## config.mk

```make
export PLATFORM = sky130hd
export DESIGN_NAME = phy_link_mode_control
export DESIGN_NICKNAME = d
export VERILOG_FILES = /design/src/hdl/phy_link_mode_pkg.sv /design/src/hdl/phy_link_mode_control.sv
export VERILOG_INCLUDE_DIRS = /design/src /design/src/hdl
export SDC_FILE = /design/constraint.sdc
export NUM_CORES = 1
export LEC_CHECK = 0
export ABC_AREA = 1
export BUFFER_PORTS_ARGS = -buffer_cell sky130_fd_sc_hd__buf_4
export CORE_MARGIN = 1.5
export CORE_UTILIZATION = 53
export DETAILED_ROUTE_END_ITERATION = 12
export HOLD_SLACK_MARGIN = 0.05
export PLACE_DENSITY_LB_ADDON = 0.12
export SKIP_LAST_GASP = 1
export SLEW_MARGIN = 20
export SYNTH_ARGS = -nofsm -noshare
export SYNTH_HDL_FRONTEND = slang
export SYNTH_SLANG_ARGS = --single-unit
export TNS_END_PERCENT = 10
```

## constraint.sdc

```tcl
create_clock -name core_clk -period 1.85 [get_ports core_clk]
set_input_delay 0.37 -clock core_clk [delete_from_list [all_inputs] [get_ports core_clk]]
set_output_delay 0.37 -clock core_clk [all_outputs]
set_load 0.01 [all_outputs]
```

## src/hdl/phy_link_mode_map.svh

```systemverilog
`ifndef PHY_LINK_MODE_MAP_SVH
`define PHY_LINK_MODE_MAP_SVH

// Register byte offsets
`define CTRL_OFS          8'h00
`define SLOT_OFS          8'h04
`define STAT_OFS          8'h08

// Control word field positions
`define RX_WDOG_LIM_HI    19
`define RX_WDOG_LIM_LO    16
`define RX_WDOG_EN_BIT    14
`define DRV_DIS_BIT       13
`define SERDES_LB_BIT     11
`define CELL_LEN_HI       10
`define CELL_LEN_LO       4
`define LEN_OVR_BIT       3
`define INT_LB_BIT        2
`define TX_MULTI_BIT      1
`define RX_MULTI_BIT      0

// Reset values
`define CTRL_RST          32'h0000_0344
`define SLOT_RST          32'h0000_0000
`define CELL_LEN_RST      7'h34

// Cell length limits and standard lengths in bytes
`define CELL_LEN_MIN      7'h01
`define CELL_LEN_MAX      7'h40
`define STD_CELL_HEC      7'h35
`define STD_CELL_NOHEC    7'h34

// Slot type codes
`define TYPE_POSPHY       3'h1
`define TYPE_UTOPIA       3'h3
`define TYPE_FRAMER       3'h5

// AXI responses
`define RESP_OKAY         2'h0
`define RESP_SLVERR       2'h2

`endif

```

## src/hdl/phy_link_mode_pkg.sv

```systemverilog
package phy_link_mode_pkg;

	typedef struct packed {
		logic [3:0] rx_wdog_lim;
		logic       rx_wdog_en;
		logic       drv_dis;
		logic       serdes_lb;
		logic [6:0] cell_len;
		logic       len_ovr;
		logic       int_lb;
		logic       tx_multi;
		logic       rx_multi;
	} mode_ctrl_t;

	typedef struct packed {
		logic [3:0][2:0] rx_type;
		logic [3:0][2:0] tx_type;
	} slot_types_t;

	typedef struct packed {
		logic       valid;
		logic [7:0] data;
	} byte_beat_t;

	typedef enum logic [1:0] {
		RX_POLL = 2'b01,
		RX_BUSY = 2'b10
	} rx_state_t;

endpackage

```

## src/hdl/phy_link_mode_control.sv

```systemverilog
`timescale 1ns/100ps

`include "phy_link_mode_map.svh"

module phy_link_mode_control (
	input  wire logic                        core_clk,
	input  wire logic                        srst,
	// AXI4-Lite slave
	input  wire logic [7:0]                  s_axi_awaddr,
	input  wire logic                        s_axi_awvalid,
	output logic                             s_axi_awready,
	input  wire logic [31:0]                 s_axi_wdata,
	input  wire logic [3:0]                  s_axi_wstrb,
	input  wire logic                        s_axi_wvalid,
	output logic                             s_axi_wready,
	output logic [1:0]                       s_axi_bresp,
	output logic                             s_axi_bvalid,
	input  wire logic                        s_axi_bready,
	input  wire logic [7:0]                  s_axi_araddr,
	input  wire logic                        s_axi_arvalid,
	output logic                             s_axi_arready,
	output logic [31:0]                      s_axi_rdata,
	output logic [1:0]                       s_axi_rresp,
	output logic                             s_axi_rvalid,
	input  wire logic                        s_axi_rready,
	// Core side transmit stream and port choice
	input  wire phy_link_mode_pkg::byte_beat_t tx_beat,
	input  wire logic [1:0]                  tx_port,
	input  wire logic                        tx_serial,
	// Core side receive stream
	output phy_link_mode_pkg::byte_beat_t    rx_beat,
	output logic [1:0]                       rx_port,
	// Cell framing seen by the link engines
	output logic [6:0]                       cell_len,
	output logic                             hec_gen,
	// PHY bus pins
	input  wire logic                        phy_clk,
	input  wire logic                        phy_rx_avail,
	input  wire logic                        phy_rx_dvalid,
	input  wire logic [7:0]                  phy_rx_data,
	output logic [7:0]                       phy_tx_data,
	output logic                             phy_tx_data_oe,
	output logic                             phy_tx_en_n,
	output logic                             phy_tx_en_n_oe,
	output logic [1:0]                       phy_tx_addr,
	output logic [1:0]                       phy_rx_addr,
	output logic                             phy_addr_oe,
	output logic                             phy_rx_en_n,
	output logic                             phy_rx_en_n_oe,
	// Serializer pins
	input  wire logic                        serdes_rx_in,
	output logic                             serdes_tx_out
);
	import phy_link_mode_pkg::*;

	function automatic logic is_utopia(input logic [2:0] t);
		return t == `TYPE_UTOPIA;
	endfunction

	function automatic logic [6:0] clamp_len(input logic [6:0] v);
		if (v < `CELL_LEN_MIN)
			return `CELL_LEN_MIN;
		else if (v > `CELL_LEN_MAX)
			return `CELL_LEN_MAX;
		return v;
	endfunction

	// ----------------------------------------------------------------
	// Register bus
	// ----------------------------------------------------------------
	mode_ctrl_t  ctrl_ff;
	slot_types_t slot_ff;
	logic [3:0]  wdog_flag_ff;
	logic        aw_got_ff;
	logic        w_got_ff;
	logic [7:0]  awaddr_ff;
	logic [31:0] wdata_ff;
	logic [3:0]  wstrb_ff;
	logic        wr_fire;
	logic [31:0] ctrl_word;
	logic [31:0] wr_word;
	logic [3:0]  flag_set;

	always_comb begin
		ctrl_word = 32'h0000_0000;
		ctrl_word[`RX_WDOG_LIM_HI:`RX_WDOG_LIM_LO] = ctrl_ff.rx_wdog_lim;
		ctrl_word[`RX_WDOG_EN_BIT] = ctrl_ff.rx_wdog_en;
		ctrl_word[`DRV_DIS_BIT] = ctrl_ff.drv_dis;
		ctrl_word[`SERDES_LB_BIT] = ctrl_ff.serdes_lb;
		ctrl_word[`CELL_LEN_HI:`CELL_LEN_LO] = ctrl_ff.cell_len;
		ctrl_word[`LEN_OVR_BIT] = ctrl_ff.len_ovr;
		ctrl_word[`INT_LB_BIT] = ctrl_ff.int_lb;
		ctrl_word[`TX_MULTI_BIT] = ctrl_ff.tx_multi;
		ctrl_word[`RX_MULTI_BIT] = ctrl_ff.rx_multi;
	end

	// Byte lanes merged over the current value so partial writes keep the rest
	always_comb begin
		wr_word = (awaddr_ff == `SLOT_OFS) ? 32'(slot_ff) : ctrl_word;
		for (int i = 0; i < 4; i++) begin
			if (wstrb_ff[i]) begin
				wr_word[i*8 +: 8] = wdata_ff[i*8 +: 8];
			end
		end
	end

	assign wr_fire = aw_got_ff && w_got_ff && !s_axi_bvalid;

	always_ff @(posedge core_clk) begin
		if (srst) begin
			aw_got_ff     <= 1'b0;
			awaddr_ff     <= 8'h00;
			s_axi_awready <= 1'b1;
		end else if (s_axi_awvalid && s_axi_awready) begin
			aw_got_ff     <= 1'b1;
			awaddr_ff     <= s_axi_awaddr;
			s_axi_awready <= 1'b0;
		end else if (wr_fire) begin
			aw_got_ff     <= 1'b0;
		end else if (!aw_got_ff && !s_axi_bvalid) begin
			s_axi_awready <= 1'b1;
		end
	end

	always_ff @(posedge core_clk) begin
		if (srst) begin
			w_got_ff     <= 1'b0;
			wdata_ff     <= 32'h0000_0000;
			wstrb_ff     <= 4'h0;
			s_axi_wready <= 1'b1;
		end else if (s_axi_wvalid && s_axi_wready) begin
			w_got_ff     <= 1'b1;
			wdata_ff     <= s_axi_wdata;
			wstrb_ff     <= s_axi_wstrb;
			s_axi_wready <= 1'b0;
		end else if (wr_fire) begin
			w_got_ff     <= 1'b0;
		end else if (!w_got_ff && !s_axi_bvalid) begin
			s_axi_wready <= 1'b1;
		end
	end

	always_ff @(posedge core_clk) begin
		if (srst) begin
			s_axi_bvalid <= 1'b0;
			s_axi_bresp  <= `RESP_OKAY;
		end else if (wr_fire) begin
			s_axi_bvalid <= 1'b1;
			s_axi_bresp  <= (awaddr_ff == `CTRL_OFS || awaddr_ff == `SLOT_OFS ||
				awaddr_ff == `STAT_OFS) ? `RESP_OKAY : `RESP_SLVERR;
		end else if (s_axi_bready) begin
			s_axi_bvalid <= 1'b0;
		end
	end

	always_ff @(posedge core_clk) begin
		if (srst) begin
			ctrl_ff.rx_wdog_lim <= 4'h0;
			ctrl_ff.rx_wdog_en  <= 1'b0;
			ctrl_ff.drv_dis     <= 1'b0;
			ctrl_ff.serdes_lb   <= 1'b0;
			ctrl_ff.cell_len    <= `CELL_LEN_RST;
			ctrl_ff.len_ovr     <= 1'b0;
			ctrl_ff.int_lb      <= 1'b1;
			ctrl_ff.tx_multi    <= 1'b0;
			ctrl_ff.rx_multi    <= 1'b0;
		end else if (wr_fire && awaddr_ff == `CTRL_OFS) begin
			ctrl_ff.rx_wdog_lim <= wr_word[`RX_WDOG_LIM_HI:`RX_WDOG_LIM_LO];
			ctrl_ff.rx_wdog_en  <= wr_word[`RX_WDOG_EN_BIT];
			ctrl_ff.drv_dis     <= wr_word[`DRV_DIS_BIT];
			ctrl_ff.serdes_lb   <= wr_word[`SERDES_LB_BIT];
			// Out of range lengths saturate so the engines never see zero
			ctrl_ff.cell_len    <= clamp_len(wr_word[`CELL_LEN_HI:`CELL_LEN_LO]);
			ctrl_ff.len_ovr     <= wr_word[`LEN_OVR_BIT];
			ctrl_ff.int_lb      <= wr_word[`INT_LB_BIT];
			ctrl_ff.tx_multi    <= wr_word[`TX_MULTI_BIT];
			ctrl_ff.rx_multi    <= wr_word[`RX_MULTI_BIT];
		end
	end

	always_ff @(posedge core_clk) begin
		if (srst) begin
			slot_ff <= slot_types_t'(`SLOT_RST);
		end else if (wr_fire && awaddr_ff == `SLOT_OFS) begin
			slot_ff <= slot_types_t'(wr_word[23:0]);
		end
	end

	// Timeout flags: write one clears, a new timeout in the same cycle wins
	always_ff @(posedge core_clk) begin
		if (srst) begin
			wdog_flag_ff <= 4'h0;
		end else if (wr_fire && awaddr_ff == `STAT_OFS && wstrb_ff[0]) begin
			wdog_flag_ff <= (wdog_flag_ff & ~wdata_ff[3:0]) | flag_set;
		end else begin
			wdog_flag_ff <= wdog_flag_ff | flag_set;
		end
	end

	// ----------------------------------------------------------------
	// Register reads
	// ----------------------------------------------------------------
	rx_state_t rx_state_ff;

	always_ff @(posedge core_clk) begin
		if (srst) begin
			s_axi_arready <= 1'b1;
			s_axi_rvalid  <= 1'b0;
			s_axi_rdata   <= 32'h0000_0000;
			s_axi_rresp   <= `RESP_OKAY;
		end else if (s_axi_arvalid && s_axi_arready) begin
			s_axi_arready <= 1'b0;
			s_axi_rvalid  <= 1'b1;
			s_axi_rresp   <= `RESP_OKAY;
			unique case (s_axi_araddr)
				`CTRL_OFS: s_axi_rdata <= ctrl_word;
				`SLOT_OFS: s_axi_rdata <= {8'h00, slot_ff};
				`STAT_OFS: s_axi_rdata <= {21'h0, rx_port, rx_state_ff == RX_BUSY,
					4'h0, wdog_flag_ff};
				default: begin
					s_axi_rdata <= 32'h0000_0000;
					s_axi_rresp <= `RESP_SLVERR;
				end
			endcase
		end else if (s_axi_rvalid && s_axi_rready) begin
			s_axi_rvalid  <= 1'b0;
			s_axi_arready <= 1'b1;
		end
	end

	// ----------------------------------------------------------------
	// Pin synchronisers
	// ----------------------------------------------------------------
	logic [11:0] pin_s1_ff;
	logic [11:0] pin_s2_ff;
	logic        phy_clk_d_ff;
	logic        link_edge;
	logic        avail_s;
	logic        dvalid_s;
	logic [7:0]  data_s;
	logic        serdes_s;

	always_ff @(posedge core_clk) begin
		pin_s1_ff <= {phy_clk, phy_rx_avail, phy_rx_dvalid, phy_rx_data, serdes_rx_in};
		pin_s2_ff <= pin_s1_ff;
	end

	always_ff @(posedge core_clk) begin
		if (srst) begin
			phy_clk_d_ff <= 1'b0;
		end else begin
			phy_clk_d_ff <= pin_s2_ff[11];
		end
	end

	assign link_edge = pin_s2_ff[11] && !phy_clk_d_ff;
	assign avail_s   = pin_s2_ff[10];
	assign dvalid_s  = pin_s2_ff[9];
	assign data_s    = pin_s2_ff[8:1];
	assign serdes_s  = pin_s2_ff[0];

	// ----------------------------------------------------------------
	// Receive link engine and its watchdog
	// ----------------------------------------------------------------
	logic [3:0] wdog_cnt_ff;
	logic [2:0] rx_type_now;
	logic [2:0] tx_type_now;
	logic       wdog_live;
	logic       wdog_hit;

	assign rx_type_now = ctrl_ff.rx_multi ? slot_ff.rx_type[rx_port] : slot_ff.rx_type[0];
	assign tx_type_now = ctrl_ff.tx_multi ? slot_ff.tx_type[tx_port] : slot_ff.tx_type[0];
	assign wdog_live   = ctrl_ff.rx_wdog_en && ctrl_ff.rx_multi && is_utopia(rx_type_now);
	assign wdog_hit    = wdog_live && rx_state_ff == RX_BUSY && link_edge && !dvalid_s &&
		wdog_cnt_ff == ctrl_ff.rx_wdog_lim;

	always_ff @(posedge core_clk) begin
		if (srst || !wdog_live || rx_state_ff != RX_BUSY) begin
			wdog_cnt_ff <= 4'h0;
		end else if (link_edge) begin
			wdog_cnt_ff <= dvalid_s ? 4'h0 : wdog_cnt_ff + 4'h1;
		end
	end

	always_ff @(posedge core_clk) begin
		if (srst) begin
			rx_state_ff <= RX_POLL;
			rx_port     <= 2'h0;
		end else if (!ctrl_ff.rx_multi) begin
			rx_port     <= 2'h0;
			rx_state_ff <= RX_POLL;
		end else if (link_edge) begin
			unique case (rx_state_ff)
				RX_POLL: begin
					if (avail_s) begin
						rx_state_ff <= RX_BUSY;
					end else begin
						rx_port <= rx_port + 2'h1;
					end
				end
				RX_BUSY: begin
					if (wdog_hit || !avail_s) begin
						rx_state_ff <= RX_POLL;
						rx_port     <= rx_port + 2'h1;
					end
				end
			endcase
		end
	end

	assign flag_set = wdog_hit ? (4'h1 << rx_port) : 4'h0;

	// Loopback hands transmit beats straight to the receive stream
	always_ff @(posedge core_clk) begin
		if (srst) begin
			rx_beat <= '0;
		end else if (ctrl_ff.int_lb) begin
			rx_beat <= tx_beat;
		end else begin
			rx_beat.valid <= link_edge && dvalid_s;
			rx_beat.data  <= data_s;
		end
	end

	// ----------------------------------------------------------------
	// Cell framing
	// ----------------------------------------------------------------
	always_ff @(posedge core_clk) begin
		if (srst) begin
			cell_len <= `STD_CELL_HEC;
			hec_gen  <= 1'b1;
		end else if (ctrl_ff.len_ovr && is_utopia(tx_type_now)) begin
			cell_len <= ctrl_ff.cell_len;
			hec_gen  <= 1'b0;
		end else begin
			cell_len <= `STD_CELL_HEC;
			hec_gen  <= 1'b1;
		end
	end

	// ----------------------------------------------------------------
	// PHY bus drivers
	// ----------------------------------------------------------------
	logic drv_on;

	// Internal loopback also silences the pins so a live PHY sees nothing
	assign drv_on = !ctrl_ff.drv_dis && !ctrl_ff.int_lb;

	always_ff @(posedge core_clk) begin
		if (srst) begin
			phy_tx_data_oe <= 1'b0;
			phy_tx_en_n_oe <= 1'b0;
			phy_addr_oe    <= 1'b0;
			phy_rx_en_n_oe <= 1'b0;
		end else begin
			phy_tx_data_oe <= drv_on;
			phy_tx_en_n_oe <= drv_on;
			phy_addr_oe    <= drv_on;
			phy_rx_en_n_oe <= drv_on;
		end
	end

	always_ff @(posedge core_clk) begin
		if (srst) begin
			phy_tx_data <= 8'h00;
			phy_tx_en_n <= 1'b1;
			phy_tx_addr <= 2'h0;
			phy_rx_addr <= 2'h0;
			phy_rx_en_n <= 1'b1;
		end else begin
			phy_tx_data <= tx_beat.data;
			phy_tx_en_n <= !(tx_beat.valid && !ctrl_ff.int_lb);
			phy_tx_addr <= ctrl_ff.tx_multi ? tx_port : 2'h0;
			phy_rx_addr <= rx_port;
			phy_rx_en_n <= !(rx_state_ff == RX_BUSY || !ctrl_ff.rx_multi) || ctrl_ff.int_lb;
		end
	end

	// ----------------------------------------------------------------
	// Serializer loopback
	// ----------------------------------------------------------------
	always_ff @(posedge core_clk) begin
		if (srst) begin
			serdes_tx_out <= 1'b0;
		end else begin
			serdes_tx_out <= ctrl_ff.serdes_lb ? serdes_s : tx_serial;
		end
	end

endmodule

```

Yosys cells after proc, flatten, opt, wreduce, memory -nomap -nowiden. Index checks and enable logic that the tools add are counted.

Input port bits: 83. Bits in registers: 190. Output and inout port bits: 79. Word-level logic and storage cells: 189.

Reductions and logical operators: 60. Bitwise logic cells: 7. Magnitude comparators: 4. Shifts and indexed selects: 1. Equality and inequality tests: 17. Add/sub/neg operators: 2. Muxes and demuxes: 47.

Operator list (count): $pmux W24 S3 (1); $mux W24 (1); $mux W8 (3); $logic_and A1 B1 Y1 (23); $mux W1 (21); $mux W7 (3); $eq A8 B3 Y1 const B (2); $eq A8 B4 Y1 const B (2); $logic_not A8 Y1 (2); $bmux W3 S2 (2); $logic_not A1 Y1 (12); $mux W2 (6); $mux W3 (4); $mux W4 (3); $reduce_bool A2 Y1 (6); $ne A2 B2 Y1 const B (5); $mux W9 (1); $or A4 B4 Y4 (2); $pmux W2 S2 (2); $reduce_and A2 Y1 (4); $gt A7 B7 Y1 const B (1); $logic_or A1 B1 Y1 (7); $lt A7 B1 Y1 const B (1); $eq A3 B2 Y1 const B (2); other kinds (14) (22).

Longest topological paths before layout. Gate-level depths: netlist of run 1.

Depth in word-level cells: 12. Mapped depth: 15. Depth with buffers taken out: 14.

Worst setup path before layout of run 1. Ideal clock, no wire load.

Path kind: reg-to-reg. Start point: reg awaddr_ff[5]. End point: reg ctrl_ff[0] (netlist name). Library setup time: 115 ps. Cell stages (with the launch flop): 12. Arrival: 1420 ps. Setup slack: 315 ps. Cell sequence: dfxtp_1 -> inv_1 -> nand2_1 -> nor2_2 -> buf_6 -> nand2_1 -> nor3_2 -> nand2_1 -> buf_6 -> buf_6 -> o21ai_0 -> inv_1.

Word-level cells in the longest chain between the ends: 3. Elaborated cells between the ends (all ways): 5.

Ends and longest elaborated chain: from (decl) (line phy_link_mode_control.sv:76) `logic [7:0] awaddr_ff;`; from (signal assigned) (line phy_link_mode_control.sv:116) `awaddr_ff <= s_axi_awaddr;`; $eq A8 B3 Y1 (no line); $mux W24 (line phy_link_mode_control.sv:99) `` wr_word = (awaddr_ff == `SLOT_OFS) ? 32'(slot_ff) : ctrl_word; ``; $mux W8 (line phy_link_mode_control.sv:101) `if (wstrb_ff[i]) begin`; to (decl) (line phy_link_mode_control.sv:71) `mode_ctrl_t ctrl_ff;`.

Several ways; a longest one is shown, not always the timed one. The select of a mux whose other input is x is not followed. A chain may end at the register's enable or synchronous reset.

Worst setup path in the final report of run 1.
Start point: reg awaddr_ff[1]. End point: reg ctrl_ff[2] (netlist name).

Same word-level chain as after synthesis.

==> parameters.txt, run 1 <==
Parameter                              Value

Final layout
  Summed area of non-filler cells in the final layout ... 9080 µm²
  Fillers ... 1073
  Antenna diode instance count ... 0
  Post-Layout Cell Count ... 1250
  Layout overhead on the synthesized area ... 29.6%
  Final nets ... 1153
  Proportion of layout cells with a drive suffix above 1 ... 21.0%

STA
  Period utilization ... ~93%
  Relative slew slack ... 62.8%
  Final Critical Period ... 1.73 ns
  Pin slew with the least headroom to its limit ... 0.558 ns
  Worst clock skew ... between 0.008 and 0.009 ns
  Hold Violations, Final ... 0
  Count of final max-slew check failures ... 0
  Achievable frequency ... a little under 600 MHz
  Final setup violating endpoints ... 0
  RSZ-0062 raised after global routing ... true
  Final Hold Slack ... 0.113 ns

Synth
  Number of unique standard cell types used by synthesis ... 40
  Combined area of all synthesized cells ... 7010 µm²
  Count of mapped cells out of synthesis ... 904
  Area share of fa/ha/maj cells after synthesis ... less than 1%
  XOR/XNOR Fraction of Synth Area ... 0.625%
  Simple-gate share of the synthesized area ... 17.8%
  Share of cell area taken by muxes after synthesis ... 0%
  Dominant combinational cell family by area after synthesis ... compound AO/OA/AOI/OAI gates
  Mean instance size in the synthesized netlist ... 7.75 µm²
  Share of the yosys chip area belonging to registers ... just over 50%
  Area fraction in compound gates after synthesis ... 18.3%
  Flip-flop cell with the highest count after synthesis ... sky130_fd_sc_hd__dfxtp_1
  Warnings from Yosys ... 0
  Number of storage elements in the synthesis netlist ... between 150 and 200
  Fraction of registers with async set or reset after synthesis ... 0%
  Number of synthesized flops with an enable pin ... 0

Clocking
  H-tree level count ... 4
  CTS tree ... built
  Clock sink total ... 180
  Clock input transition at the sequential cells of the worst setup and hold paths ... about 0.07 ns
  CTS Buffer Depth ... 2
  Clock root buffer master ... sky130_fd_sc_hd__clkbuf_16
  Insertion delay to the later sink of the worst-skew pair ... 0.42 ns
  Number of buffers created by CTS ... 17

Worst setup path
  Startpoint type of the worst setup path ... flip-flop
  Data required time of the critical path ... between 2 and 2.5 ns
  Maximum fanout along the worst path ... 10
  Worst R2R End ... ctrl_ff[2]
  Flop2flop setup slack ... 0.12 ns
  Crit end category ... flip-flop
  Reg2reg path depth ... 11
  Start-to-end type of the worst setup path ... flip-flop to flip-flop
  Crit path DAT ... 2.05 ns
  R2R Path Start ... awaddr_ff[1]

Routing
  Initial detailed-routing violation count ... 444
  Routed vias/inst ... 4.98
  Post-detailed-route count of antenna-violating nets ... 0
  Average routed wire per standard cell ... 13.7 µm
  Routed Wire Length ... 17100 µm
  Total number of vias ... 6224
  Number of search-and-repair iterations in the first detailed-routing pass ... 5
  Drt drc ... 0

Pwr
  Fraction of power consumed by the clock network ... 43.2%
  Cell area power density ... 937 nW/µm²
  Internal power ... 0.00648 W
  Leakage power of the design ... 4.16 nW
  Switch share ... 23.7%
  Maximum vdd ir drop ... 0.000584 V
  Reg power frac ... 48.0%
  Relative contribution of combinational cells to total power ... 8.8%
  Switching power summed over all nets ... 0.00202 W

Floorplan
  Die Height ... 118 µm
  Initial cell density of the core ... 54.8%
  Cell Rows ... 41
  Die area ... 13900 µm²
  Placeable core region ... between 10000 and 15000 µm²
  Boundary Pins ... 162
  Horizontal die dimension ... 118 µm

GRT
  GRT Residual Overflow ... 0
  Global-route wire length before repair ... 27400 µm
  Vias in the first global route ... 5549
  Number of antenna violations at the first check in global routing ... 0
  Maximum number of pins on one net before global-route repair ... 51
  All-layer global routing usage ... 24.6%

Hold path
  Worst hold endpoint ... phy_tx_en_n
  Hold/Removal Path Class ... input pin to flip-flop
  Min-Delay Path Depth ... 2
  Hold path startpoint ... tx_beat[8]

Flow run
  Max cap viols ... 0

Placed design
  PortBufs ... 142
  Instance count after placement with tap cells included ... 1201
  DPL Wire Length ... 11900 µm
  Routability-driven placement congestion ratio ... between 0.8 and 0.9
  Instance area at placement ... 8290 µm²

Run status
  Run status ... finished clean
[synthesized netlist by cell type (2+ instances only)]
cell type / n / area share [%]
sky130_fd_sc_hd__nor2_1: 83 / 4.4
sky130_fd_sc_hd__xor2_1: 4 / 0.50
sky130_fd_sc_hd__nor2_2: 2 / 0.18
sky130_fd_sc_hd__nor2_4: 2 / 0.32
sky130_fd_sc_hd__clkinv_1: 2 / 0.11
sky130_fd_sc_hd__nor3_1: 6 / 0.43
sky130_fd_sc_hd__inv_2: 2 / 0.11
sky130_fd_sc_hd__buf_2: 3 / 0.21
sky130_fd_sc_hd__o22a_1: 8 / 1.0
sky130_fd_sc_hd__o221ai_1: 4 / 0.50
sky130_fd_sc_hd__nor4_1: 3 / 0.27
sky130_fd_sc_hd__o22ai_1: 13 / 1.2
sky130_fd_sc_hd__a21oi_1: 112 / 8.0
sky130_fd_sc_hd__nand3_1: 35 / 2.5
sky130_fd_sc_hd__clkbuf_1: 30 / 1.6
sky130_fd_sc_hd__nand3_2: 2 / 0.29
sky130_fd_sc_hd__o21ai_0: 85 / 6.1
sky130_fd_sc_hd__nand2_1: 142 / 7.6
sky130_fd_sc_hd__buf_4: 13 / 1.4
sky130_fd_sc_hd__o211ai_1: 2 / 0.21
sky130_fd_sc_hd__nand2_4: 2 / 0.32
sky130_fd_sc_hd__buf_6: 4 / 0.64
sky130_fd_sc_hd__ha_1: 5 / 0.89
sky130_fd_sc_hd__buf_1: 4 / 0.21
sky130_fd_sc_hd__o21ai_1: 10 / 0.71
sky130_fd_sc_hd__dfxtp_1: 180 / 51
sky130_fd_sc_hd__nand2_2: 2 / 0.18
sky130_fd_sc_hd__inv_1: 123 / 6.6
sky130_fd_sc_hd__nand4_1: 10 / 0.89
[worst max-delay path by stage]
stage | startpoint | endpoint | slack (ns) | cells after the start
finish | awaddr_ff[1] | ctrl_ff[2] | 0.12 | 11
global route | awaddr_ff[5] | ctrl_ff[5] | -0.03 | 12
CTS | awaddr_ff[1] | ctrl_ff[8] | 0.11 | 12
detailed placement | awaddr_ff[5] | ctrl_ff[8] | 0.14 | 12
global placement | awaddr_ff[5] | slot_ff[16] | 0.18 | 9
floorplan | awaddr_ff[5] | ctrl_ff[0] | 0.31 | 11
[critical path, cell delays in order, from the launching register on]
cell and delay [ns]:
sky130_fd_sc_hd__dfxtp_1 0.30, sky130_fd_sc_hd__inv_1 0.08, sky130_fd_sc_hd__nand2_2 0.10, sky130_fd_sc_hd__nor2_4 0.24, sky130_fd_sc_hd__nand2_8 0.11, sky130_fd_sc_hd__buf_4 0.17, sky130_fd_sc_hd__buf_4 0.15, sky130_fd_sc_hd__a21oi_1 0.10
sky130_fd_sc_hd__o21ai_0 0.09, sky130_fd_sc_hd__o21ai_1 0.10, sky130_fd_sc_hd__nand2_1 0.07, sky130_fd_sc_hd__o211ai_1 0.11
[placed cells by master (no fill, tap or decap), types with 4 or more instances in the layout]
master	synthesis	final
sky130_fd_sc_hd__dfxtp_1	180	180
sky130_fd_sc_hd__buf_4	13	172
sky130_fd_sc_hd__nand2_1	142	138
sky130_fd_sc_hd__inv_1	123	123
sky130_fd_sc_hd__a21oi_1	112	112
sky130_fd_sc_hd__o21ai_0	85	84
sky130_fd_sc_hd__nor2_1	83	83
sky130_fd_sc_hd__nand3_1	35	35
sky130_fd_sc_hd__clkbuf_16	0	17
sky130_fd_sc_hd__o22ai_1	13	13
sky130_fd_sc_hd__dlygate4sd3_1	0	12
sky130_fd_sc_hd__o21ai_1	10	11
sky130_fd_sc_hd__nand4_1	10	10
sky130_fd_sc_hd__conb_1	1	10
sky130_fd_sc_hd__o22a_1	8	8
sky130_fd_sc_hd__nor3_1	6	6
sky130_fd_sc_hd__nand2_2	2	6
sky130_fd_sc_hd__ha_1	5	5
sky130_fd_sc_hd__o221ai_1	4	4
sky130_fd_sc_hd__xor2_1	4	4
sky130_fd_sc_hd__clkinv_4	0	4
[registers in the layout, indices dropped and copies added, names as in the netlist, 7 cells and up]
name and count:
wdata_ff 24, cell_len 7, s_axi_rdata 24, rx_beat 9, pin_s2_ff 12, awaddr_ff 8
phy_tx_data 8, ctrl_ff 18, pin_s1_ff 12, slot_ff 24
[layer usage]
metal	track usage, %	vias up	routed length, µm
met4	7.55	0	254
met5	0	-	0
met3	5.23	23	1090
met2	37.5	244	7390
li1	-	3225	-
met1	34.9	2732	8350
[stage by stage]
step	setup TNS (ns)	power [W]	setup WS (ns)	utilization (%)
detailed placement	0	0.00487	0.137	64.9
finish	0	0.00850	0.123	71.1
global route	-0.0881	0.00882	-0.0297	71.1
global placement	0	0.00485	0.175	64.9
floorplan	0	0.00457	0.315	-
CTS	0	0.00852	0.113	70.5
[timing repair]
action,CTS,global route
setup buffers,0,5
hold buffers,12,0
setup endpoints to repair,0,15
resized for setup,0,8
endpoints found under the hold margin,12,0
[kinds of logic (layout without fill, tap and decap cells)]
| logic type | Yosys count | in the layout |
|---|---|---|
| XOR/XNOR | 5 | 5 |
| adder cells (fa/ha/maj) | 5 | 5 |
| AND/OR/NAND/NOR | 292 | 292 |
| other | 1 | 10 |
| AO/OA/AOI/OAI | 239 | 239 |
| flip-flops | 180 | 180 |
| buffers and inverters | 182 | 347 |
[final cells by class]
cell class | instances | area, µm² | share of cell area [%]
Clock buffer | 18 | 429 | 4.73
Clock inverter | 14 | 176 | 1.94
Inverter | 127 | 477 | 5.25
Multi-Input combinational cell | 551 | 2690 | 29.7
Sequential cell | 180 | 3600 | 39.7
Tap cell | 172 | 215 | 2.37
Timing Repair Buffer | 188 | 1480 | 16.3
[power groups by stage]
stage	clock, W	sequential [W]	combinational (W)
after global routing	0.00390	0.00409	0.000827
after CTS	0.00372	0.00408	0.000726
after detailed placement	0	0.00416	0.000702
after global placement	0	0.00416	0.000692
after floorplan	0	0.00416	0.000411
final	0.00367	0.00408	0.000750
Note: power is estimated with default switching activity, not from simulation.
==> run 2: changes to the inputs <==
ABC_AREA = not set   (was 1)
==> parameters.txt, run 2 <==
Parameter                              Value

Run status
  Run status ... complete, but fails checks
  Failing checks ... negative setup slack

Synth
  Warnings from Yosys ... 0 (unchanged)
  Flip-flop cell with the highest count after synthesis ... sky130_fd_sc_hd__dfxtp_1
  Number of unique standard cell types used by synthesis ... 49 (+23%)
  Portion of synthesized cell area occupied by the leading cell type ... 53.3% (+1.8 points)
  Share of the yosys chip area belonging to registers ... 53.3% (+1.8 points)
  Count of mapped cells out of synthesis ... 759 (-16%)
  Number of storage elements in the synthesis netlist ... 180 (unchanged)
  Top post-synthesis cells by area ... sky130_fd_sc_hd__dfxtp_1 (53%), sky130_fd_sc_hd__nand2_1 (7.2%), sky130_fd_sc_hd__a21oi_1 (5.8%)
  Top cells by instance count after synthesis ... sky130_fd_sc_hd__dfxtp_1 (180), sky130_fd_sc_hd__nand2_1 (130), sky130_fd_sc_hd__a21oi_1 (79), sky130_fd_sc_hd__nor2_1 (60), sky130_fd_sc_hd__clkbuf_1 (37)
  Mean instance size in the synthesized netlist ... 8.92 µm² (+15%)
  Cell with the most instances after synthesis ... sky130_fd_sc_hd__dfxtp_1
  Fraction of registers with async set or reset after synthesis ... 0% (unchanged)
  Library cell occupying the most area in the post-synthesis netlist ... sky130_fd_sc_hd__dfxtp_1
  Combined area of all synthesized cells ... 6770 µm² (-3.4%)
  Number of synthesized flops with an enable pin ... 0 (unchanged)

Floorplan
  Horizontal die dimension ... 116 µm (-1.7%)
  Die Height ... 116 µm (-1.7%)
  Cell Rows ... 41 (unchanged)
  Boundary Pins ... 162 (unchanged)
  Placeable core region ... 12500 µm² (-2.0%)
  Die area ... 13500 µm² (-3.3%)
  Initial cell density of the core ... 54.1% (-0.79 points)

Routing
  Total number of vias ... 6042 (-2.9%)
  Routed Wire Length ... 17700 µm (+3.6%)
  Routed vias/inst ... 5.30 (+6.3%)
  Drt drc ... 0 (unchanged)
  Initial detailed-routing violation count ... 349 (-21%)
  Post-detailed-route count of antenna-violating nets ... 0 (unchanged)
  Number of search-and-repair iterations in the first detailed-routing pass ... 5 (unchanged)
  Average routed wire per standard cell ... 15.5 µm (+14%)

Hold path
  Hold/Removal Path Class ... input pin to flip-flop
  Min-Delay Path Depth ... 2 (unchanged)
  Hold path startpoint ... tx_beat[8]
  Worst hold endpoint ... phy_tx_en_n

Worst setup path
  Crit end category ... flip-flop
  Reg2reg path depth ... 6 (-5)
  Startpoint type of the worst setup path ... flip-flop
  R2R Path Start ... awaddr_ff[6]
  Data required time of the critical path ... 2.17 ns (about the same)
  Maximum fanout along the worst path ... 6 (-4)
  Start-to-end type of the worst setup path ... flip-flop to flip-flop
  Crit path DAT ... 2.36 ns (+0.31 ns)
  Flop2flop setup slack ... -0.19 ns (-0.31 ns)
  Worst R2R End ... ctrl_ff[6]

Flow run
  Max cap viols ... 0 (unchanged)

GRT
  All-layer global routing usage ... 27.2% (+2.6 points)
  Vias in the first global route ... 5715 (+3.0%)
  Number of antenna violations at the first check in global routing ... 0 (unchanged)
  GRT Residual Overflow ... 0 (unchanged)
  Maximum number of pins on one net before global-route repair ... 40 (-22%)
  Global-route wire length before repair ... 28200 µm (+2.7%)

Pwr
  Total power of the final layout ... 0.00836 W (-1.7%)
  Maximum vdd ir drop ... 0.000836 V (+43%)
  Cell area power density ... 909 nW/µm² (-2.9%)
  Leakage power of the design ... 3.82 nW (-8.3%)

STA
  Post-route setup TNS ... -0.940 ns (-0.940 ns)
  RSZ-0062 raised after global routing ... true
  Pin slew with the least headroom to its limit ... 0.670 ns (+0.113 ns)
  Count of final max-slew check failures ... 0 (unchanged)
  Hold Violations, Final ... 0 (unchanged)
  Achievable frequency ... 491 MHz (-15%)
  Final setup violating endpoints ... 15 (+15)
  Final Hold Slack ... 0.0963 ns (-0.0169 ns)
  Final Critical Period ... 2.04 ns (+0.311 ns)
  Period utilization ... 110% (+17 points)
  Final setup margin ... -0.188 ns (-0.311 ns)
  Worst clock skew ... 0.00958 ns (+0.00105 ns)
  Relative slew slack ... 54.7% (-8.0 points)

Final layout
  End-of-flow core utilization ... 73.5% (+2.4 points)
  Proportion of layout cells with a drive suffix above 1 ... 27.6% (+6.6 points)
  Most common cell after layout, fill and taps aside ... sky130_fd_sc_hd__buf_4
  Antenna diode instance count ... 0 (unchanged)
  Commonest cells after routing, fill and taps aside ... sky130_fd_sc_hd__buf_4 (210), sky130_fd_sc_hd__dfxtp_1 (178), sky130_fd_sc_hd__nand2_1 (129), sky130_fd_sc_hd__a21oi_1 (78), sky130_fd_sc_hd__nor2_1 (60)
  Registers with the most flip-flops ... s_axi_rdata: 24 flops, slot_ff: 24 flops, wdata_ff: 24 flops
  Layout overhead on the synthesized area ... 35.9%
  Final nets ... 1044 (-9.5%)

Clocking
  Clock input transition at the sequential cells of the worst setup and hold paths ... 0.07 ns (about the same)
  Number of buffers created by CTS ... 17 (unchanged)
  H-tree level count ... 4 (unchanged)
  CTS tree ... built
  CTS Buffer Depth ... 2 (unchanged)
  Insertion delay to the later sink of the worst-skew pair ... 0.43 ns (about the same)
  Clock sink total ... 180 (unchanged)
  Clock root buffer master ... sky130_fd_sc_hd__clkbuf_16

Placed design
  PortBufs ... 142 (unchanged)
  Routability-driven placement congestion ratio ... 0.855 (-2.4%)
  DPL Wire Length ... 12700 µm (+6.7%)
==> run 2: cell types whose count changed in the layout (fill, tap and decap cells not counted), moves of 11 or more <==
cell,change
sky130_fd_sc_hd__a22oi_1,+19
sky130_fd_sc_hd__o22ai_1,-13
sky130_fd_sc_hd__o21ai_0,-59
sky130_fd_sc_hd__mux2i_1,+26
sky130_fd_sc_hd__buf_4,+38
sky130_fd_sc_hd__a21oi_1,-34
sky130_fd_sc_hd__inv_1,-103
sky130_fd_sc_hd__a22o_1,+11
sky130_fd_sc_hd__nor2b_1,+12
sky130_fd_sc_hd__nor2_1,-23
sky130_fd_sc_hd__nand2b_1,+11
==> run 2: cell type report <==
| cell class | count | area, µm² |
|---|---|---|
| sequential | 180 | 3610 |
| fill | 971 | 3320 |
| multi-input combinational | 509 | 2910 |
| timing repair buffer | 228 | 1780 |
| clock buffer | 19 | 453 |
| tap | 172 | 215 |
| clock inverter | 13 | 154 |
| inverter | 20 | 75.1 |
==> run 2: cells by family after synthesis <==
kind of cell | count (synthesis) | share of synthesized area, %
buffers and inverters | 79 | 5.23
AND/OR/NAND/NOR | 300 | 21.0
adder cells (fa/ha/maj) | 5 | 0.925
flip-flops | 180 | 53.3
multiplexers | 27 | 4.18
other | 1 | 0.0554
AO/OA/AOI/OAI | 162 | 14.7
XOR/XNOR | 5 | 0.647
==> run 2: how the worst max path moves through the flow <==
stage          slack, ns  cells after the start          from    endpoint
6_report           -0.19                      6  awaddr_ff[6]  ctrl_ff[6]
5_1_grt            -0.23                      8  awaddr_ff[5]  ctrl_ff[7]
4_1_cts            -0.21                      9  awaddr_ff[0]  ctrl_ff[7]
3_5_place_dp       -0.23                      7  awaddr_ff[1]  ctrl_ff[7]
3_3_place_gp       -0.18                      7  awaddr_ff[1]  ctrl_ff[5]
2_1_floorplan      -0.13                      7  phy_clk_d_ff  rx_port[0]
==> run 2: metal layers <==
| layer | share of wire (%) | track usage (%) | vias up |
|---|---|---|---|
| li1 | - | - | 2985 |
| met1 | 44 | 34.5 | 2867 |
| met2 | 50 | 46.1 | 170 |
| met3 | 4.7 | 5.70 | 20 |
| met5 | 0 | 0 | - |
| met4 | 1.8 | 9.84 | 0 |
==> run 2: per-stage QoR <==
step           instance area [µm²]  setup WS [ns]  cells
6_report                      9200         -0.188   1141
5_1_grt                       9200         -0.233   1141
4_1_cts                       9160         -0.213   1139
3_5_place_dp                  8340         -0.230   1088
3_3_place_gp                  8340         -0.181   1088
2_1_floorplan                 6820         -0.132    768
==> run 2: critical path, cell delays in order (launching register included) <==
cell and delay [ns]:
sky130_fd_sc_hd__dfxtp_1 0.31, sky130_fd_sc_hd__or4b_4 0.58, sky130_fd_sc_hd__nor4b_4 0.35, sky130_fd_sc_hd__a2111oi_4 0.09, sky130_fd_sc_hd__buf_4 0.19, sky130_fd_sc_hd__buf_4 0.13, sky130_fd_sc_hd__a221o_1 0.28
==> run 2: report_power, final <==
group | internal, W | switching (W)
clock | 0.00200 | 0.00163
sequential | 0.00399 | 0.0000738
combinational | 0.000322 | 0.000346
==> run 2: what timing repair did <==
item | 4_1_cts | 5_1_grt
resized for setup | 11 | 7
setup endpoints to repair | 19 | 49
buffers inserted | 8 | 3
hold endpoints to repair | 12 | 0
hold buffers | 12 | 0
pin swaps | 4 | 8
==> run 3: changes to the inputs <==
--- a/config.mk
+++ b/config.mk
@@ -10,3 +10,3 @@
 export CORE_MARGIN = 1.5
-export CORE_UTILIZATION = 53
+export CORE_UTILIZATION = 45
 export DETAILED_ROUTE_END_ITERATION = 12
==> constraint.sdc (replaced) <==
create_clock -name core_clk -period 1.85 [get_ports core_clk]
set_input_delay 0.185 -clock core_clk [delete_from_list [all_inputs] [get_ports core_clk]]
set_output_delay 0.185 -clock core_clk [all_outputs]
set_load 0.01 [all_outputs]
==> parameters.txt, run 3 (synthesis gave the netlist of run 2 again) <==
Parameter                              Value

Final layout
  Proportion of layout cells with a drive suffix above 1 ... 24.9% (-2.7 points)
  Registers with the most flip-flops ... s_axi_rdata: 24 flops, slot_ff: 24 flops, wdata_ff: 24 flops
  End-of-flow core utilization ... 65.3% (-8.1 points)
  Final nets ... 1071 (+2.6%)
  Antenna diode instance count ... 0 (unchanged)
  Most common cell after layout, fill and taps aside ... sky130_fd_sc_hd__buf_4
  Layout overhead on the synthesized area ... 40.8%
  Commonest cells after routing, fill and taps aside ... sky130_fd_sc_hd__buf_4 (187), sky130_fd_sc_hd__dfxtp_1 (178), sky130_fd_sc_hd__nand2_1 (127), sky130_fd_sc_hd__a21oi_1 (77)
  Post-Layout Cell Count ... 1180 (+3.4%)

Floorplan
  Die Height ... 126 µm (+8.3%)
  Boundary Pins ... 162 (unchanged)
  Horizontal die dimension ... 126 µm (+8.3%)
  Die area ... 15800 µm² (+17%)
  Placeable core region ... 14600 µm² (+17%)
  Cell Rows ... 44 (+7.3%)
  Initial cell density of the core ... 46.4% (-7.7 points)

Pwr
  Relative contribution of combinational cells to total power ... 9.0% (+1.0 points)
  Maximum vdd ir drop ... 0.000596 V (-29%)
  Switching power summed over all nets ... 0.00206 W (+0.84%)
  Cell area power density ... 862 nW/µm² (-5.2%)
  Internal power ... 0.00615 W (-2.6%)
  Leakage power of the design ... 3.91 nW (+2.4%)
  Switch share ... 25.1% (+0.64 points)
  Fraction of power consumed by the clock network ... 41.6% (-1.8 points)
  Total power of the final layout ... 0.00821 W (-1.7%)
  Reg power frac ... 49.4% (+0.8 points)

Placed design
  DPL Wire Length ... 12600 µm (-1.1%)
  PortBufs ... 142 (unchanged)
  Pre-CTS WS ... -0.190 ns (+0.0391 ns)
  Instance count after placement with tap cells included ... 1085 (-0.28%)
  Routability-driven placement congestion ratio ... 0.888 (+3.9%)

Routing
  Number of search-and-repair iterations in the first detailed-routing pass ... 5 (unchanged)
  Average routed wire per standard cell ... 15.3 µm (-1.7%)
  Post-detailed-route count of antenna-violating nets ... 0 (unchanged)
  Total number of vias ... 6138 (+1.6%)
  Initial detailed-routing violation count ... 342 (-2.0%)
  Routed Wire Length ... 18000 µm (+1.7%)
  Drt drc ... 0 (unchanged)
  Routed vias/inst ... 5.20 (-1.8%)

Worst setup path
  R2R Path Start ... awaddr_ff[1]
  Data required time of the critical path ... 2.21 ns (+0.04 ns)
  Beginning of the critical path ... awaddr_ff[1]
  Crit end category ... flip-flop
  Maximum fanout along the worst path ... 8 (+2)
  Crit path DAT ... 2.35 ns (about the same)
  Startpoint type of the worst setup path ... flip-flop
  Start-to-end type of the worst setup path ... flip-flop to flip-flop

STA
  Worst clock skew ... 0.00886 ns (-0.000716 ns)
  Achievable frequency ... 504 MHz (+2.8%)
  Pin slew with the least headroom to its limit ... 0.618 ns (-0.0521 ns)
  Relative slew slack ... 58.3% (+3.5 points)
  Final setup margin ... -0.133 ns (+0.0556 ns)
  Post-route setup TNS ... -2.44 ns (-1.50 ns)
  Count of final max-slew check failures ... 0 (unchanged)
  Final setup violating endpoints ... 46 (+31)
  Period utilization ... 107% (-3.0 points)
  Final Critical Period ... 1.98 ns (-0.0556 ns)
  RSZ-0062 raised after global routing ... true
  Hold Violations, Final ... 0 (unchanged)

Clocking
  CTS Buffer Depth ... 2 (unchanged)
  Insertion delay to the later sink of the worst-skew pair ... 0.43 ns (about the same)
  Clock input transition at the sequential cells of the worst setup and hold paths ... 0.07 ns (about the same)
  Clock root buffer master ... sky130_fd_sc_hd__clkbuf_16
  Number of buffers created by CTS ... 17 (unchanged)
  H-tree level count ... 4 (unchanged)
  CTS tree ... built
  Clock sink total ... 180 (unchanged)

GRT
  GRT Residual Overflow ... 0 (unchanged)
  Number of antenna violations at the first check in global routing ... 0 (unchanged)
  Vias in the first global route ... 5981 (+4.7%)
  Global-route wire length before repair ... 29200 µm (+3.6%)
  All-layer global routing usage ... 23.0% (-4.3 points)
  Maximum number of pins on one net before global-route repair ... 63 (+57%)

Hold path
  Hold/Removal Path Class ... input pin to flip-flop
  Hold path startpoint ... tx_port[0]

Run status
  Run status ... complete, but fails checks
  Failing checks ... negative setup slack

Flow run
  Max cap viols ... 0 (unchanged)
==> run 3: changes by cell type in the layout (fill, tap and decap cells not counted), moves of 2 or more <==
cell / previous run / this run
sky130_fd_sc_hd__buf_4: 210 / 187
sky130_fd_sc_hd__inv_8: 5 / 2
sky130_fd_sc_hd__nand3_1: 30 / 28
sky130_fd_sc_hd__dlygate4sd3_1: 12 / 60
sky130_fd_sc_hd__inv_6: 4 / 6
sky130_fd_sc_hd__nand3_2: 0 / 2
sky130_fd_sc_hd__clkbuf_8: 2 / 0
sky130_fd_sc_hd__nand2_1: 129 / 127
==> run 3: critical path: stages, from the launching register on <==
cell and delay [ns]:
sky130_fd_sc_hd__dfxtp_2 0.33, sky130_fd_sc_hd__buf_6 0.11, sky130_fd_sc_hd__nor4_4 0.26, sky130_fd_sc_hd__nand3b_1 0.21, sky130_fd_sc_hd__or3_4 0.40, sky130_fd_sc_hd__a2111oi_4 0.22
sky130_fd_sc_hd__buf_6 0.18, sky130_fd_sc_hd__a22oi_1 0.07, sky130_fd_sc_hd__a21oi_1 0.14
==> run 3: final timing paths <==
path	end	cells after the start	slack [ns]
max	ctrl_ff[4]	8	-0.13
max reg2reg	ctrl_ff[4]	8	-0.13
min	phy_tx_addr[0]	2	0.08
min reg2reg	pin_s2_ff[0]	0	0.33
==> run 3: area by class of cell <==
cell class	count	area, µm²
Clock buffer	18	429
Clock inverter	14	138
Fill cell	1198	5060
Inverter	20	75.1
Multi-Input combinational cell	509	2930
Sequential cell	180	3610
Tap cell	184	230
Timing Repair Buffer	255	2120
==> run 3: per-layer routing <==
layer	global-route usage (%)	wire [µm]
met2	39.1	8740
met5	0	0
met4	8.02	330
met1	29.1	8020
met3	4.67	907
==> run 3: timing repair <==
action	4_1_cts	5_1_grt
pin swaps	1	2
resized for setup	3	19
endpoints found under the setup margin	35	49
cloned	0	1
hold buffers	60	0
setup buffers	1	2
hold endpoints to repair	70	0
==> run 3: stage by stage <==
| stage | instance area (µm²) | hold slack [ns] |
|---|---|---|
| final | 9530 | 0.0780 |
| after global routing | 9530 | 0.0675 |
| after floorplan | 6820 | 0.213 |
| after global placement | 8240 | 0.290 |
| after CTS | 9420 | 0.0582 |
| after detailed placement | 8240 | 0.291 |
==> run 3: power by group through the flow <==
stage                     clock network (W)  logic (W)  registers, W
after floorplan                           0   0.000317       0.00415
after global placement                    0   0.000601       0.00414
after detailed placement                  0   0.000616       0.00415
after CTS                           0.00348   0.000724       0.00406
after global routing                0.00364   0.000806       0.00407
final                               0.00341   0.000739       0.00406
